$ cat config.mk
export PLATFORM = sky130hd
export DESIGN_NAME = uart_flow_status
export DESIGN_NICKNAME = d
export VERILOG_FILES = /design/src/design/uart_flow_pkg.sv /design/src/design/uart_flow_fifo.sv /design/src/design/uart_flow_status.sv
export VERILOG_INCLUDE_DIRS = /design/src /design/src/design
export SDC_FILE = /design/constraint.sdc
export NUM_CORES = 1
export LEC_CHECK = 0
export CAP_MARGIN = 20
export CORE_UTILIZATION = 40
export DETAILED_ROUTE_END_ITERATION = 8
export DONT_BUFFER_PORTS = 1
export SYNTH_ARGS = -nofsm -noshare
export SYNTH_HDL_FRONTEND = slang
export SYNTH_SLANG_ARGS = --single-unit
$ cat constraint.sdc
create_clock -name pclk -period 2.4 [get_ports pclk]
set_input_delay 0 -clock pclk [delete_from_list [all_inputs] [get_ports pclk]]
set_output_delay 0 -clock pclk [all_outputs]
set_load 0.02 [all_outputs]
$ cat src/design/uart_flow_params.svh
// Offsets, field positions, reset values and counts of the serial buffering block
`ifndef UART_FLOW_PARAMS_SVH
`define UART_FLOW_PARAMS_SVH
`define ADDR_DATA        12'h000
`define ADDR_STATUS      12'h004
`define ADDR_CONFIG      12'h008
`define ADDR_IRQ_ENABLE  12'h00C
`define ADDR_IRQ_MODE    12'h010
`define ADDR_DMA_CONTROL 12'h014
`define ADDR_ERR_OFS_A   12'h018
`define ADDR_ERR_OFS_B   12'h01C
`define CFG_RTS_BIT      0
`define CFG_FLOW_BIT     5
`define CFG_AUTO_BIT     6
`define CFG_WIDTH        7
`define CONFIG_RESET     7'h00
`define IRQ_EN_RESET     10'h000
`define FIFO_DEPTH       4
`define RTS_MIN_FREE     2
`define OVERRUN_AHEAD    4
`define OFS_WIDTH        16
`define NO_ERROR_OFS     16'hFFFF
`endif

$ cat src/design/uart_flow_pkg.sv
// Types shared by the serial buffering block
package uart_flow_pkg;
    // One receive FIFO entry: character plus its error flags
    typedef struct packed {
        logic       parity_err;
        logic       frame_err;
        logic [7:0] data;
    } rx_entry_type;
    // Interrupt event positions
    typedef enum logic [3:0] {
        EV_TX_IDLE  = 4'h0,
        EV_TX_SPACE = 4'h1,
        EV_RX_VALID = 4'h2,
        EV_TX_DONE  = 4'h3,
        EV_RX_DONE  = 4'h5,
        EV_PARITY   = 4'h7,
        EV_FRAME    = 4'h8,
        EV_OVERRUN  = 4'h9
    } irq_event_type;
endpackage : uart_flow_pkg

$ cat src/design/uart_flow_fifo.sv
// Small register-based FIFO with level count
`timescale 1ns/100ps
`default_nettype none
module uart_flow_fifo #(
    parameter int WIDTH = 8,
    parameter int DEPTH = 4
) (
    input  wire logic                       pclk,
    input  wire logic                       presetn,
    input  wire logic                       push,      // Ignored when full
    input  wire logic [WIDTH-1:0]           push_data,
    input  wire logic                       pop,       // Ignored when empty
    output logic      [WIDTH-1:0]           head,      // Oldest entry
    output logic      [$clog2(DEPTH+1)-1:0] count
);
    localparam int PW = $clog2(DEPTH);
    logic [WIDTH-1:0]           mem_reg [DEPTH];   // Storage flops
    logic [PW-1:0]              wr_reg, wr_next;   // Write pointer
    logic [PW-1:0]              rd_reg, rd_next;   // Read pointer
    logic [$clog2(DEPTH+1)-1:0] cnt_reg, cnt_next; // Fill level
    logic                       do_push, do_pop;

    // Pointer and level update; a full FIFO keeps its contents
    always_comb
    begin
        do_push  = push && (cnt_reg != DEPTH[$clog2(DEPTH+1)-1:0]);
        do_pop   = pop && (cnt_reg != '0);
        wr_next  = do_push ? wr_reg + 1'b1 : wr_reg;
        rd_next  = do_pop ? rd_reg + 1'b1 : rd_reg;
        cnt_next = cnt_reg + {{($clog2(DEPTH+1)-1){1'b0}}, do_push}
                   - {{($clog2(DEPTH+1)-1){1'b0}}, do_pop};
    end

    // Registers only
    always_ff @(posedge pclk or negedge presetn)
    begin
        if (!presetn)
        begin
            wr_reg  <= '0;
            rd_reg  <= '0;
            cnt_reg <= '0;
        end
        else
        begin
            wr_reg  <= wr_next;
            rd_reg  <= rd_next;
            cnt_reg <= cnt_next;
        end
    end

    // Storage written one entry at a time; no reset needed for data
    always_ff @(posedge pclk)
    begin
        if (do_push)
        begin
            mem_reg[wr_reg] <= push_data;
        end
    end

    assign head  = mem_reg[rd_reg];
    assign count = cnt_reg;
endmodule : uart_flow_fifo
`default_nettype wire

$ cat src/design/uart_flow_status.sv
// Serial port FIFOs, RTS/CTS flow control, error records and event logic
//
// Added by the designer: the address map and the APB register port.
`timescale 1ns/100ps
`default_nettype none
`include "uart_flow_params.svh"
module uart_flow_status
    import uart_flow_pkg::*;
#(
    parameter int DEPTH = `FIFO_DEPTH
) (
    input  wire logic                  pclk,
    input  wire logic                  presetn,
    // APB slave
    input  wire logic                  psel,
    input  wire logic                  penable,
    input  wire logic                  pwrite,
    input  wire logic [11:0]           paddr,
    input  wire logic [31:0]           pwdata,
    output logic      [31:0]           prdata,
    output logic                       pready,
    output logic                       pslverr,
    // Transmit serializer side
    output logic      [7:0]            tx_char_data,
    output logic                       tx_char_valid,
    input  wire logic                  tx_char_ready,
    input  wire logic                  tx_shifter_busy,
    // Receive deserializer side
    input  wire logic                  rx_char_valid,
    input  wire rx_entry_type          rx_char,
    // DMA channels
    input  wire logic                  tx_dma_valid,
    input  wire logic [7:0]            tx_dma_data,
    output logic                       tx_dma_ready,
    input  wire logic                  rx_dma_pop,
    output logic                       rx_dma_ready,
    output logic      [7:0]            rx_dma_data,
    input  wire logic                  rx_dma_buf_sel,
    input  wire logic [`OFS_WIDTH-1:0] rx_dma_offset,
    input  wire logic [1:0]            tx_buffer_active,
    input  wire logic [1:0]            rx_buffer_active,
    // Flow-control pins
    input  wire logic                  clear_to_send_n,
    output logic                       request_to_send_n,
    // Interrupt line and top-level enable
    input  wire logic                  serial_top_irq_bit,
    output logic                       serial_irq
);
    localparam int CW = $clog2(DEPTH+1);
    localparam logic [CW-1:0] FULL_CNT = DEPTH[CW-1:0];
    localparam logic [CW-1:0] RTS_MAX_CNT = CW'(DEPTH - `RTS_MIN_FREE);

    // Register file and status
    logic [`CFG_WIDTH-1:0]  line_config_reg, line_config_next;
    logic [9:0]             serial_irq_enable_reg, serial_irq_enable_next;
    logic                   irq_edge_level_select_reg, irq_edge_level_select_next;
    logic [31:0]            prdata_reg, prdata_next;
    logic                   slverr_reg, slverr_next;
    logic                   rd_had_data_reg, rd_had_data_next; // Head valid at setup
    logic                   rx_overrun_flag_reg, rx_overrun_flag_next;
    logic [`OFS_WIDTH-1:0]  rx_error_offset_reg [2];
    logic [`OFS_WIDTH-1:0]  err_ofs_next [2];
    logic [31:0]            uart_line_status;
    // Pins and flow control
    logic                   cts_meta_reg, cts_sync_reg;      // Synchroniser
    logic                   request_to_send_n_reg, rts_next;
    // Event edge history
    logic [2:0]             flag_prev_reg;
    logic [1:0]             tx_act_prev_reg, rx_act_prev_reg;
    logic [9:0]             irq_event_reg, irq_event_next;
    // FIFO wiring
    logic                   tx_push, rx_push, tx_pop, rx_pop;
    logic [7:0]             tx_push_data, tx_head;
    rx_entry_type           rx_head;
    logic [CW-1:0]          tx_count, rx_count;
    logic                   tx_full, tx_empty, rx_full, rx_empty;
    logic                   setup, access, wr_acc, rd_acc;
    logic                   data_wr, data_rd, overrun_now;
    logic                   tx_idle_flag, tx_space_flag, rx_valid_flag;
    logic                   clear_to_send_state, handshake_enable, auto_request_control;
    logic [2:0]             flags_now;

    // APB phases
    assign setup   = psel && !penable;
    assign access  = psel && penable;
    assign wr_acc  = access && pwrite;
    assign rd_acc  = access && !pwrite;
    assign data_wr = wr_acc && (paddr == `ADDR_DATA);
    assign data_rd = rd_acc && (paddr == `ADDR_DATA);

    // Configuration fields
    assign handshake_enable     = line_config_reg[`CFG_FLOW_BIT];
    assign auto_request_control = line_config_reg[`CFG_AUTO_BIT];
    assign clear_to_send_state  = !cts_sync_reg;

    // FIFO levels
    assign tx_full  = (tx_count == FULL_CNT);
    assign tx_empty = (tx_count == '0);
    assign rx_full  = (rx_count == FULL_CNT);
    assign rx_empty = (rx_count == '0);

    // Software write wins the transmit FIFO; the DMA is held off that cycle
    assign tx_push      = (data_wr || tx_dma_valid) && !tx_full;
    assign tx_push_data = data_wr ? pwdata[7:0] : tx_dma_data;
    assign tx_dma_ready = !tx_full && !data_wr;

    // Software pop wins the receive FIFO over the DMA
    assign rx_pop       = (data_rd && rd_had_data_reg) || (rx_dma_pop && rx_dma_ready);
    assign rx_dma_ready = !rx_empty && !data_rd;
    assign rx_dma_data  = rx_head.data;
    // A full FIFO refuses the new character and keeps its entries
    assign rx_push      = rx_char_valid && !rx_full;
    assign overrun_now  = rx_char_valid && rx_full;

    // Start of a character gated by CTS; serializer finishes any started one
    assign tx_char_valid = !tx_empty && (!handshake_enable || clear_to_send_state);
    assign tx_char_data  = tx_head;
    assign tx_pop        = tx_char_valid && tx_char_ready;

    uart_flow_fifo #(.WIDTH(8), .DEPTH(DEPTH)) tx_fifo (
        .pclk      (pclk),
        .presetn   (presetn),
        .push      (tx_push),
        .push_data (tx_push_data),
        .pop       (tx_pop),
        .head      (tx_head),
        .count     (tx_count)
    );

    uart_flow_fifo #(.WIDTH(10), .DEPTH(DEPTH)) rx_fifo (
        .pclk      (pclk),
        .presetn   (presetn),
        .push      (rx_push),
        .push_data (rx_char),
        .pop       (rx_pop),
        .head      (rx_head),
        .count     (rx_count)
    );

    // Status flags
    assign tx_idle_flag  = tx_empty && !tx_shifter_busy;
    assign tx_space_flag = !tx_full;
    assign rx_valid_flag = !rx_empty;
    assign flags_now     = {rx_valid_flag, tx_space_flag, tx_idle_flag};

    // Error flags follow the presented character, cleared while empty
    assign uart_line_status = {25'h000_0000, tx_idle_flag,
                               rx_head.parity_err && !rx_empty,
                               rx_head.frame_err && !rx_empty,
                               rx_overrun_flag_reg, tx_space_flag,
                               rx_valid_flag, clear_to_send_state};

    // Register writes, read capture, overrun flag and error offsets
    always_comb
    begin
        line_config_next           = line_config_reg;
        serial_irq_enable_next     = serial_irq_enable_reg;
        irq_edge_level_select_next = irq_edge_level_select_reg;
        prdata_next                = prdata_reg;
        slverr_next                = 1'b0;
        rd_had_data_next           = rd_had_data_reg;
        err_ofs_next               = rx_error_offset_reg;
        // Overrun set beats the clearing read in the same cycle
        rx_overrun_flag_next = overrun_now || (rx_overrun_flag_reg && !data_rd);
        if (setup)
        begin
            // Read data is sampled in setup and held through the access phase
            rd_had_data_next = !rx_empty;
            unique case (paddr)
                `ADDR_DATA:        prdata_next = {24'h00_0000, rx_head.data};
                `ADDR_STATUS:      prdata_next = uart_line_status;
                `ADDR_CONFIG:      prdata_next = {25'h000_0000, line_config_reg};
                `ADDR_IRQ_ENABLE:  prdata_next = {22'h00_0000, serial_irq_enable_reg};
                `ADDR_IRQ_MODE:    prdata_next = {31'h0000_0000, irq_edge_level_select_reg};
                `ADDR_DMA_CONTROL: prdata_next = 32'h0000_0000;
                `ADDR_ERR_OFS_A:   prdata_next = {16'h0000, rx_error_offset_reg[0]};
                `ADDR_ERR_OFS_B:   prdata_next = {16'h0000, rx_error_offset_reg[1]};
                default:
                begin
                    prdata_next = 32'h0000_0000;
                    slverr_next = 1'b1;                     // Unmapped address
                end
            endcase
        end
        if (wr_acc && !slverr_reg)
        begin
            unique case (paddr)
                `ADDR_CONFIG:     line_config_next = pwdata[`CFG_WIDTH-1:0];
                `ADDR_IRQ_ENABLE: serial_irq_enable_next = pwdata[9:0];
                `ADDR_IRQ_MODE:   irq_edge_level_select_next = pwdata[0];
                default:          ;
            endcase
        end
        // First error per buffer is kept until cleared
        for (int b = 0; b < 2; b++)
        begin
            if (wr_acc && (paddr == `ADDR_DMA_CONTROL) && pwdata[b])
            begin
                err_ofs_next[b] = `NO_ERROR_OFS;
            end
            else if (rx_buffer_active[b] && !rx_act_prev_reg[b])
            begin
                err_ofs_next[b] = `NO_ERROR_OFS;
            end
            else if (rx_error_offset_reg[b] == `NO_ERROR_OFS && rx_dma_buf_sel == b[0])
            begin
                if (overrun_now)
                begin
                    // Offset lands where the DMA will be once the FIFO drains
                    err_ofs_next[b] = rx_dma_offset + `OFS_WIDTH'(`OVERRUN_AHEAD);
                end
                else if (rx_dma_pop && rx_dma_ready
                         && (rx_head.parity_err || rx_head.frame_err))
                begin
                    err_ofs_next[b] = rx_dma_offset;
                end
            end
        end
    end

    // Request-to-send pin: automatic from FIFO room, else software bit
    always_comb
    begin
        if (handshake_enable && auto_request_control)
        begin
            rts_next = (rx_count > RTS_MAX_CNT);
        end
        else
        begin
            rts_next = !line_config_reg[`CFG_RTS_BIT];
        end
    end

    // Events: level or rising edge of flags, DMA completions, receive errors
    always_comb
    begin
        irq_event_next = '0;
        for (int i = 0; i < 3; i++)
        begin
            irq_event_next[i] = flags_now[i]
                && (irq_edge_level_select_reg || !flag_prev_reg[i]);
        end
        irq_event_next[EV_TX_DONE +: 2] = tx_act_prev_reg & ~tx_buffer_active;
        irq_event_next[EV_RX_DONE +: 2] = rx_act_prev_reg & ~rx_buffer_active;
        irq_event_next[EV_PARITY]  = rx_push && rx_char.parity_err;
        irq_event_next[EV_FRAME]   = rx_push && rx_char.frame_err;
        irq_event_next[EV_OVERRUN] = overrun_now;
    end

    // All control registers
    always_ff @(posedge pclk or negedge presetn)
    begin
        if (!presetn)
        begin
            line_config_reg           <= `CONFIG_RESET;
            serial_irq_enable_reg     <= `IRQ_EN_RESET;
            irq_edge_level_select_reg <= 1'b0;
            prdata_reg                <= 32'h0000_0000;
            slverr_reg                <= 1'b0;
            rd_had_data_reg           <= 1'b0;
            rx_overrun_flag_reg       <= 1'b0;
            rx_error_offset_reg[0]    <= `NO_ERROR_OFS;
            rx_error_offset_reg[1]    <= `NO_ERROR_OFS;
            cts_meta_reg              <= 1'b1;
            cts_sync_reg              <= 1'b1;
            request_to_send_n_reg     <= 1'b1;      // Lines rest high
            flag_prev_reg             <= 3'h0;
            tx_act_prev_reg           <= 2'h0;
            rx_act_prev_reg           <= 2'h0;
            irq_event_reg             <= 10'h000;
        end
        else
        begin
            line_config_reg           <= line_config_next;
            serial_irq_enable_reg     <= serial_irq_enable_next;
            irq_edge_level_select_reg <= irq_edge_level_select_next;
            prdata_reg                <= prdata_next;
            slverr_reg                <= slverr_next;
            rd_had_data_reg           <= rd_had_data_next;
            rx_overrun_flag_reg       <= rx_overrun_flag_next;
            rx_error_offset_reg       <= err_ofs_next;
            cts_meta_reg              <= clear_to_send_n;
            cts_sync_reg              <= cts_meta_reg;
            request_to_send_n_reg     <= rts_next;
            flag_prev_reg             <= flags_now;
            tx_act_prev_reg           <= tx_buffer_active;
            rx_act_prev_reg           <= rx_buffer_active;
            irq_event_reg             <= irq_event_next;
        end
    end

    // Outputs; the line needs both the local enable and the top enable
    assign request_to_send_n = request_to_send_n_reg;
    assign serial_irq = serial_top_irq_bit && |(irq_event_reg & serial_irq_enable_reg);
    assign prdata  = prdata_reg;
    assign pready  = access;          // Zero wait states
    assign pslverr = access && slverr_reg;
endmodule : uart_flow_status
`default_nettype wire

# Word-level counts from Yosys, hierarchy flattened
# Memory sizes are Yosys's and may differ from the RTL's.
# Cells that the tools add are included.
dict set report classes {
  add_sub_neg 9
  magnitude_cmp 1
  n_eq_ne 13
  muxes 17
  bitwise 6
  reduce_logical 82
}
# op count
set ops {}
lappend ops {{$mux 16} 8}
lappend ops {{$pmux 16 s7} 1}
lappend ops {{$eq 12x5->1 const B} 4}
lappend ops {{$logic_and 1x1->1} 40}
lappend ops {{$eq 16x16->1 const B} 2}
lappend ops {{$eq 12x4->1 const B} 2}
lappend ops {{$logic_not 1->1} 18}
lappend ops {{$add 16x3->16 const B} 1}
lappend ops {{$eq 12x3->1 const B} 1}
lappend ops {{$logic_not 12->1} 1}
lappend ops {{$reduce_bool 3->1} 4}
lappend ops {{$and 10x10->10} 1}
lappend ops {{$reduce_and 2->1} 5}
lappend ops {{$reduce_or 10->1} 1}
lappend ops {{$add 2x1->2 const B} 4}
lappend ops {{$logic_or 1x1->1} 8}
lappend ops {{$mux 8} 1}
lappend ops {{$reduce_bool 4->1} 2}
lappend ops {{$reduce_or 8->1} 1}
lappend ops {{$mux 1} 7}
lappend ops {{$add 3x1->3} 2}
lappend ops {{$eq 3x3->1 const B} 2}
lappend ops {{$logic_not 3->1} 2}
lappend ops {{$ne 3x3->1 const B} 2}
lappend ops {{5 further kinds} 8}
dict set report word_totals {
  reg_bits 119
  mem_bits_rw 72
  in_bits 95
  output_inout_bits 55
  mem_count 2
}
# memory words word_bits read_ports rd_clocked_by_memory_dff wr line
set memory_table {}
lappend memory_table {rx_fifo.mem_reg 4 10 1 0 1 uart_flow_fifo.sv:17} ;# logic [WIDTH-1:0] mem_reg [DEPTH];
lappend memory_table {tx_fifo.mem_reg 4 8 1 0 1 uart_flow_fifo.sv:17}

# Longest topological paths before layout
dict set report logic_depth {
  ltp_word 12
  depth_mapped 11
}

# Cells and area by module
# A second synthesis with hierarchy kept.
dict set report hier_totals {
  cells_unflattened 613
  hier_area_um2 8171.6
}
# mod instances cells_each area_each_um2 seq_area_each_um2
set by_module_without_submodules {}
lappend by_module_without_submodules {uart_flow_status 1 441 4647.0 2270.9}
lappend by_module_without_submodules {{uart_flow_fifo (rx_fifo)} 1 91 1905.6 1376.3}
lappend by_module_without_submodules {{uart_flow_fifo (tx_fifo)} 1 81 1619.1 1136.1}

# Worst setup path before layout
# Ideal clock, no wire load.
dict set report synth_path {
  kind {flip-flop to flip-flop}
  from {register rx_fifo.cnt_reg[1], in the netlist rx_fifo.count[1]}
  to {register rx_fifo.cnt_reg[2], in the netlist rx_fifo.count[2]}
  setup_ns 0.122
  arrival_time_ns 2.159
  t_required_ns 2.278
  setup_slack_ns 0.119
  stages_incl_launch_ff 10
  period_less_slack_ns 2.281
  cell_sequence {dfrtp_1 nor3_1 inv_1 o21a_1 ha_1 inv_1 ha_1 inv_1 fa_1 xor2_1}
}
dict set report synth_via {
  elab_chain_len 7
  word_cells_on_any_way 14
  classes_between {add/sub: 2; eq/ne: 2; reduce/logical: 10}
}
# item line
set synth_rtl {}
lappend synth_rtl {{from (decl)} uart_flow_fifo.sv:20} ;# logic [$clog2(DEPTH+1)-1:0] cnt_reg, cnt_next;
lappend synth_rtl {{from (signal assigned)} uart_flow_fifo.sv:47} ;# cnt_reg <= cnt_next;
lappend synth_rtl {{$logic_not 3->1} uart_flow_status.sv:100} ;# assign rx_empty = (rx_count == '0);
lappend synth_rtl {{$logic_not 1->1} --}
lappend synth_rtl {{via rx_valid_flag} uart_flow_status.sv:79} ;# logic tx_idle_flag, tx_space_flag, rx_valid_flag;
lappend synth_rtl {{$logic_and 1x1->1} uart_flow_status.sv:109} ;# assign rx_dma_ready = !rx_empty && !data_rd;
lappend synth_rtl {{$logic_and 1x1->1} uart_flow_status.sv:108} ;# assign rx_pop = (data_rd && rd_had_data_reg) || (rx_dma_pop && rx_dma_ready);
lappend synth_rtl {{$logic_or 1x1->1} uart_flow_status.sv:108}
lappend synth_rtl {{$logic_and 1x1->1} uart_flow_fifo.sv:27} ;# do_pop = pop && (cnt_reg != '0);
lappend synth_rtl {{via rx_fifo.do_pop} uart_flow_fifo.sv:21} ;# logic do_push, do_pop;
lappend synth_rtl {{$sub 3x1->3} uart_flow_fifo.sv:31} ;# - {{($clog2(DEPTH+1)-1){1'b0}}, do_pop};
lappend synth_rtl {{via rx_fifo.cnt_next[2]} uart_flow_fifo.sv:20}
# The timed path passes the listed nets, and every way through them passes these cells.
# A chain may end at the register's enable or synchronous reset.

# Worst setup path in the final report
dict set report layout_path {
  from {register tx_fifo.cnt_reg[2], in the netlist tx_fifo.count[2]}
  to {register tx_fifo.cnt_reg[2], in the netlist tx_fifo.count[2]}
}
dict set report layout_via {
  elab_chain_len 6
  word_cells_on_any_way 13
  classes_between {add/sub: 2; eq/ne: 2; reduce/logical: 9}
}
# item line
set layout_rtl {}
lappend layout_rtl {{from (decl)} uart_flow_fifo.sv:20}
lappend layout_rtl {{from (signal assigned)} uart_flow_fifo.sv:47}
lappend layout_rtl {{$logic_not 3->1} uart_flow_status.sv:98} ;# assign tx_empty = (tx_count == '0);
lappend layout_rtl {{$logic_not 1->1} uart_flow_status.sv:116} ;# assign tx_char_valid = !tx_empty && (!handshake_enable || clear_to_send_state);
lappend layout_rtl {{$logic_and 1x1->1} uart_flow_status.sv:116}
lappend layout_rtl {{$logic_and 1x1->1} uart_flow_status.sv:118} ;# assign tx_pop = tx_char_valid && tx_char_ready;
lappend layout_rtl {{$logic_and 1x1->1 *} uart_flow_fifo.sv:27}
lappend layout_rtl {{via tx_fifo.do_pop} uart_flow_fifo.sv:21}
lappend layout_rtl {{$sub 3x1->3 *} uart_flow_fifo.sv:31}
lappend layout_rtl {{via tx_fifo.cnt_next[2]} uart_flow_fifo.sv:20}
# The timed path passes the listed nets; every way through them passes the cells marked *.

==> flow_summary.yaml <==
outcome:
  status: "completed"
place:
  hpwlAfterDp_um: 13370
  gp_congestion: 0.8187
  dpl_cell_area_um2: 8209
  port_buffers: 0
synth:
  yosys_warnings: 0
  dominantRegCellSynth: "edfxtp_1"
  synth_cell_type_count: 60
  synth_top_area_cell: "edfxtp_1"
  synth-edff-count: 72
  synth_most_common_cell: "edfxtp_1"
  yosys_register_bits: 175
  syn_area_um2: 7880
  syn_inst: 582
  synth_common_cells: "edfxtp_1, dfrtp_1, nor2_1"
  synth_area_leaders: "edfxtp_1, dfrtp_1, dfstp_2"
  yosysTopAreaCellShare: 0.2744
  avgSynthCellArea_um2: 13.54
  synth_seq_area_share: 0.6070
  ys_async_sr_fraction: 0.5886
floorplan:
  design.die.area_um2: 20260
  core_area_um2: 19020
  die_x_um: 142.4
  io_pins: 150
  num_rows: 50
  die_h_um: 142.4
  start_util: 0.4143
setup_path:
  r2r-end: "tx_fifo.count[2]"
  r2r_cells: 9
  crit_path_max_fanout: 4
  timing.rr.start: "tx_fifo.count[2]"
  r2r_setup_slack_ns: 0.16
  arrival_ns: 2.55
  crit_type: "reg2reg"
  critPathCapture: "tx_fifo.count[2]"
  worstSetupEndpointType: "flop"
  worstPathRequired_ns: 2.71
  worstSetupStartpointType: "flop"
  critPathLaunch: "tx_fifo.count[2]"
global_route:
  met1_usage: 0.2602
  grt_overflow: 0
  grt_max_degree: 104
  grt_pass1_wl_um: 29710
  antenna_found_initial: 0
  met2_usage: 0.3171
  busiest_layer: "met2"
  use_met3: 0.05821
  first_global_vias: 5187
  track_usage: 0.1987
cells_and_area:
  drive_gt1_frac: 0.2261
  area_growth_pct: 20.45
  multiInputGateArea_um2: 2856
  largest_register_ffs: 40
  final_area_um2: 9492
  num_antenna_cells: 0
  fin_nets: 779
  nFillCells: 1669
  regArea_um2: 4783
sta:
  rsz0062_at_grt: "no"
  setup_violations: 0
  tightestPinTransition_ns: 0.6960
  finClkSkew_ns: 0.01097
  hold_viol_final: 0
  fin_tns_setup_ns: 0
  period_share: 0.9332
  max_freq_mhz: 446.5
  relSlewSlack: 0.5343
  slew_violations: 0
  period_minus_slack_ns: 2.240
drt:
  finalWirelength_um: 19000
  routedWlPerCell_um: 20.19
  initialDrtViolationCount: 477
  via_per_inst: 5.327
  post-route-drc-count: 0
  first_pass_iters: 5
  vias: 5013
  ant_nets: 0
clocking:
  clkTransAtPathRegs_ns: 0.07
  cts_buffers: 17
  clkLatencyLatePin_ns: 0.42
  cts_sinks: 175
  cts.path.max_buffers: 2
  root_buffer: "clkbuf_16"
  h-tree-depth: 4
  cts_tree: "built"
run:
  maxCapViolCount: 0
power:
  ir_worst_vdd_mv: 0.6108
  powerDensity_nw_per_um2: 1029
  leakage_nw: 3.685
  power_w: 0.009770
min_path:
  hold_class: "in2reg"
cell usage in the layout, fill, tap and decap left out, types with 4 or more instances in the layout:
master and count:
inv_1 23, mux2_2 29, edfxtp_1 72, a221oi_1 8, xnor2_1 12, o21ai_0 17
and2_1 11, nand3_1 12, dfstp_2 35, nor4_1 5, mux4_2 24, nor3_1 9
xor2_1 10, nand2_1 31, nor2b_1 10, ha_1 14, mux2i_1 4, clkinv_4 4
a22oi_1 9, conb_1 16, and3_1 5, nand4_1 7, a21oi_1 38, and4_1 4
dlygate4sd3_1 66, buf_4 20, clkbuf_16 17, nor2_1 44, dfrtp_1 68
final cells by class:
cell class	count	share of cell area
Multi-Input combinational cell	361	0.3009
Clock inverter	15	0.01476
Tap cell	260	0.03427
Sequential cell	175	0.5040
Clock buffer	17	0.04482
Inverter	24	0.009491
Timing Repair Buffer	89	0.09175
layer usage:
layer / share of wire / wire (um)
met1: 0.42 / 8062
met4: 0.014 / 261
met5: 0 / 0
met3: 0.082 / 1565
met2: 0.48 / 9107
power by group:
group / internal [W] / switching, W / total, W
logic: 0.00112 / 0.00146 / 0.00258
clock network: 0.00144 / 0.00119 / 0.00263
registers: 0.00402 / 0.000542 / 0.00456
through the flow:
stage | instances | worst slack (ns) | hold WS (ns) | utilization
finish | 941 | 0.1603 | 0.008966 | 0.4991
global route | 941 | 0.06182 | 0.03633 | 0.4991
CTS | 941 | 0.04830 | 0.001111 | 0.4981
detailed placement | 841 | 0.1748 | -0.2898 | 0.4316
global placement | 841 | 0.2838 | -0.2898 | 0.4316
floorplan | 597 | 0.1193 | -0.2956 | -
what timing repair did:
| action | 4_1_cts | 5_1_grt |
|---|---|---|
| setup endpoints to repair | 0 | 8 |
| hold buffers | 68 | 0 |
| endpoints found under the hold margin | 249 | 0 |
| setup buffers | 0 | 0 |
| gates resized for setup | 0 | 3 |
cell families (layout without fill, tap and decap cells):
family | count (synthesis) | count (layout) | synth area share
DFF | 175 | 175 | 0.6070
and+or+nand+nor | 155 | 155 | 0.1061
AOI/OAI and AO/OA | 95 | 95 | 0.07923
buffers and inverters | 61 | 145 | 0.04033
muxes | 57 | 57 | 0.1151
xor gates and xnor gates | 22 | 22 | 0.02445
adders and majority gates | 16 | 16 | 0.02731
other | 1 | 16 | 0.0004759
worst min-delay path by stage:
stage	start	end	slack (ns)	depth (start not counted)
5_1_grt	rx_dma_offset[8]	rx_error_offset_reg[25]	0.04	4
2_1_floorplan	presetn	flag_prev_reg[0]	-0.30	0
6_report	rx_dma_offset[6]	rx_error_offset_reg[29]	0.009	4
3_5_place_dp	presetn	prdata[8]	-0.29	0
3_3_place_gp	presetn	prdata[15]	-0.29	0
4_1_cts	rx_dma_offset[6]	rx_error_offset_reg[29]	0.001	4
worst max-delay path, stage by stage (launching register included):
cell	delay, ns
dfrtp_1	0.42
nor3_1	0.21
a21oi_1	0.08
and2_1	0.21
ha_1	0.28
inv_1	0.04
ha_1	0.19
fa_1	0.38
xor2_1	0.19
xnor2_1	0.13
No activity file was read; power rests on OpenSTA's default activity.
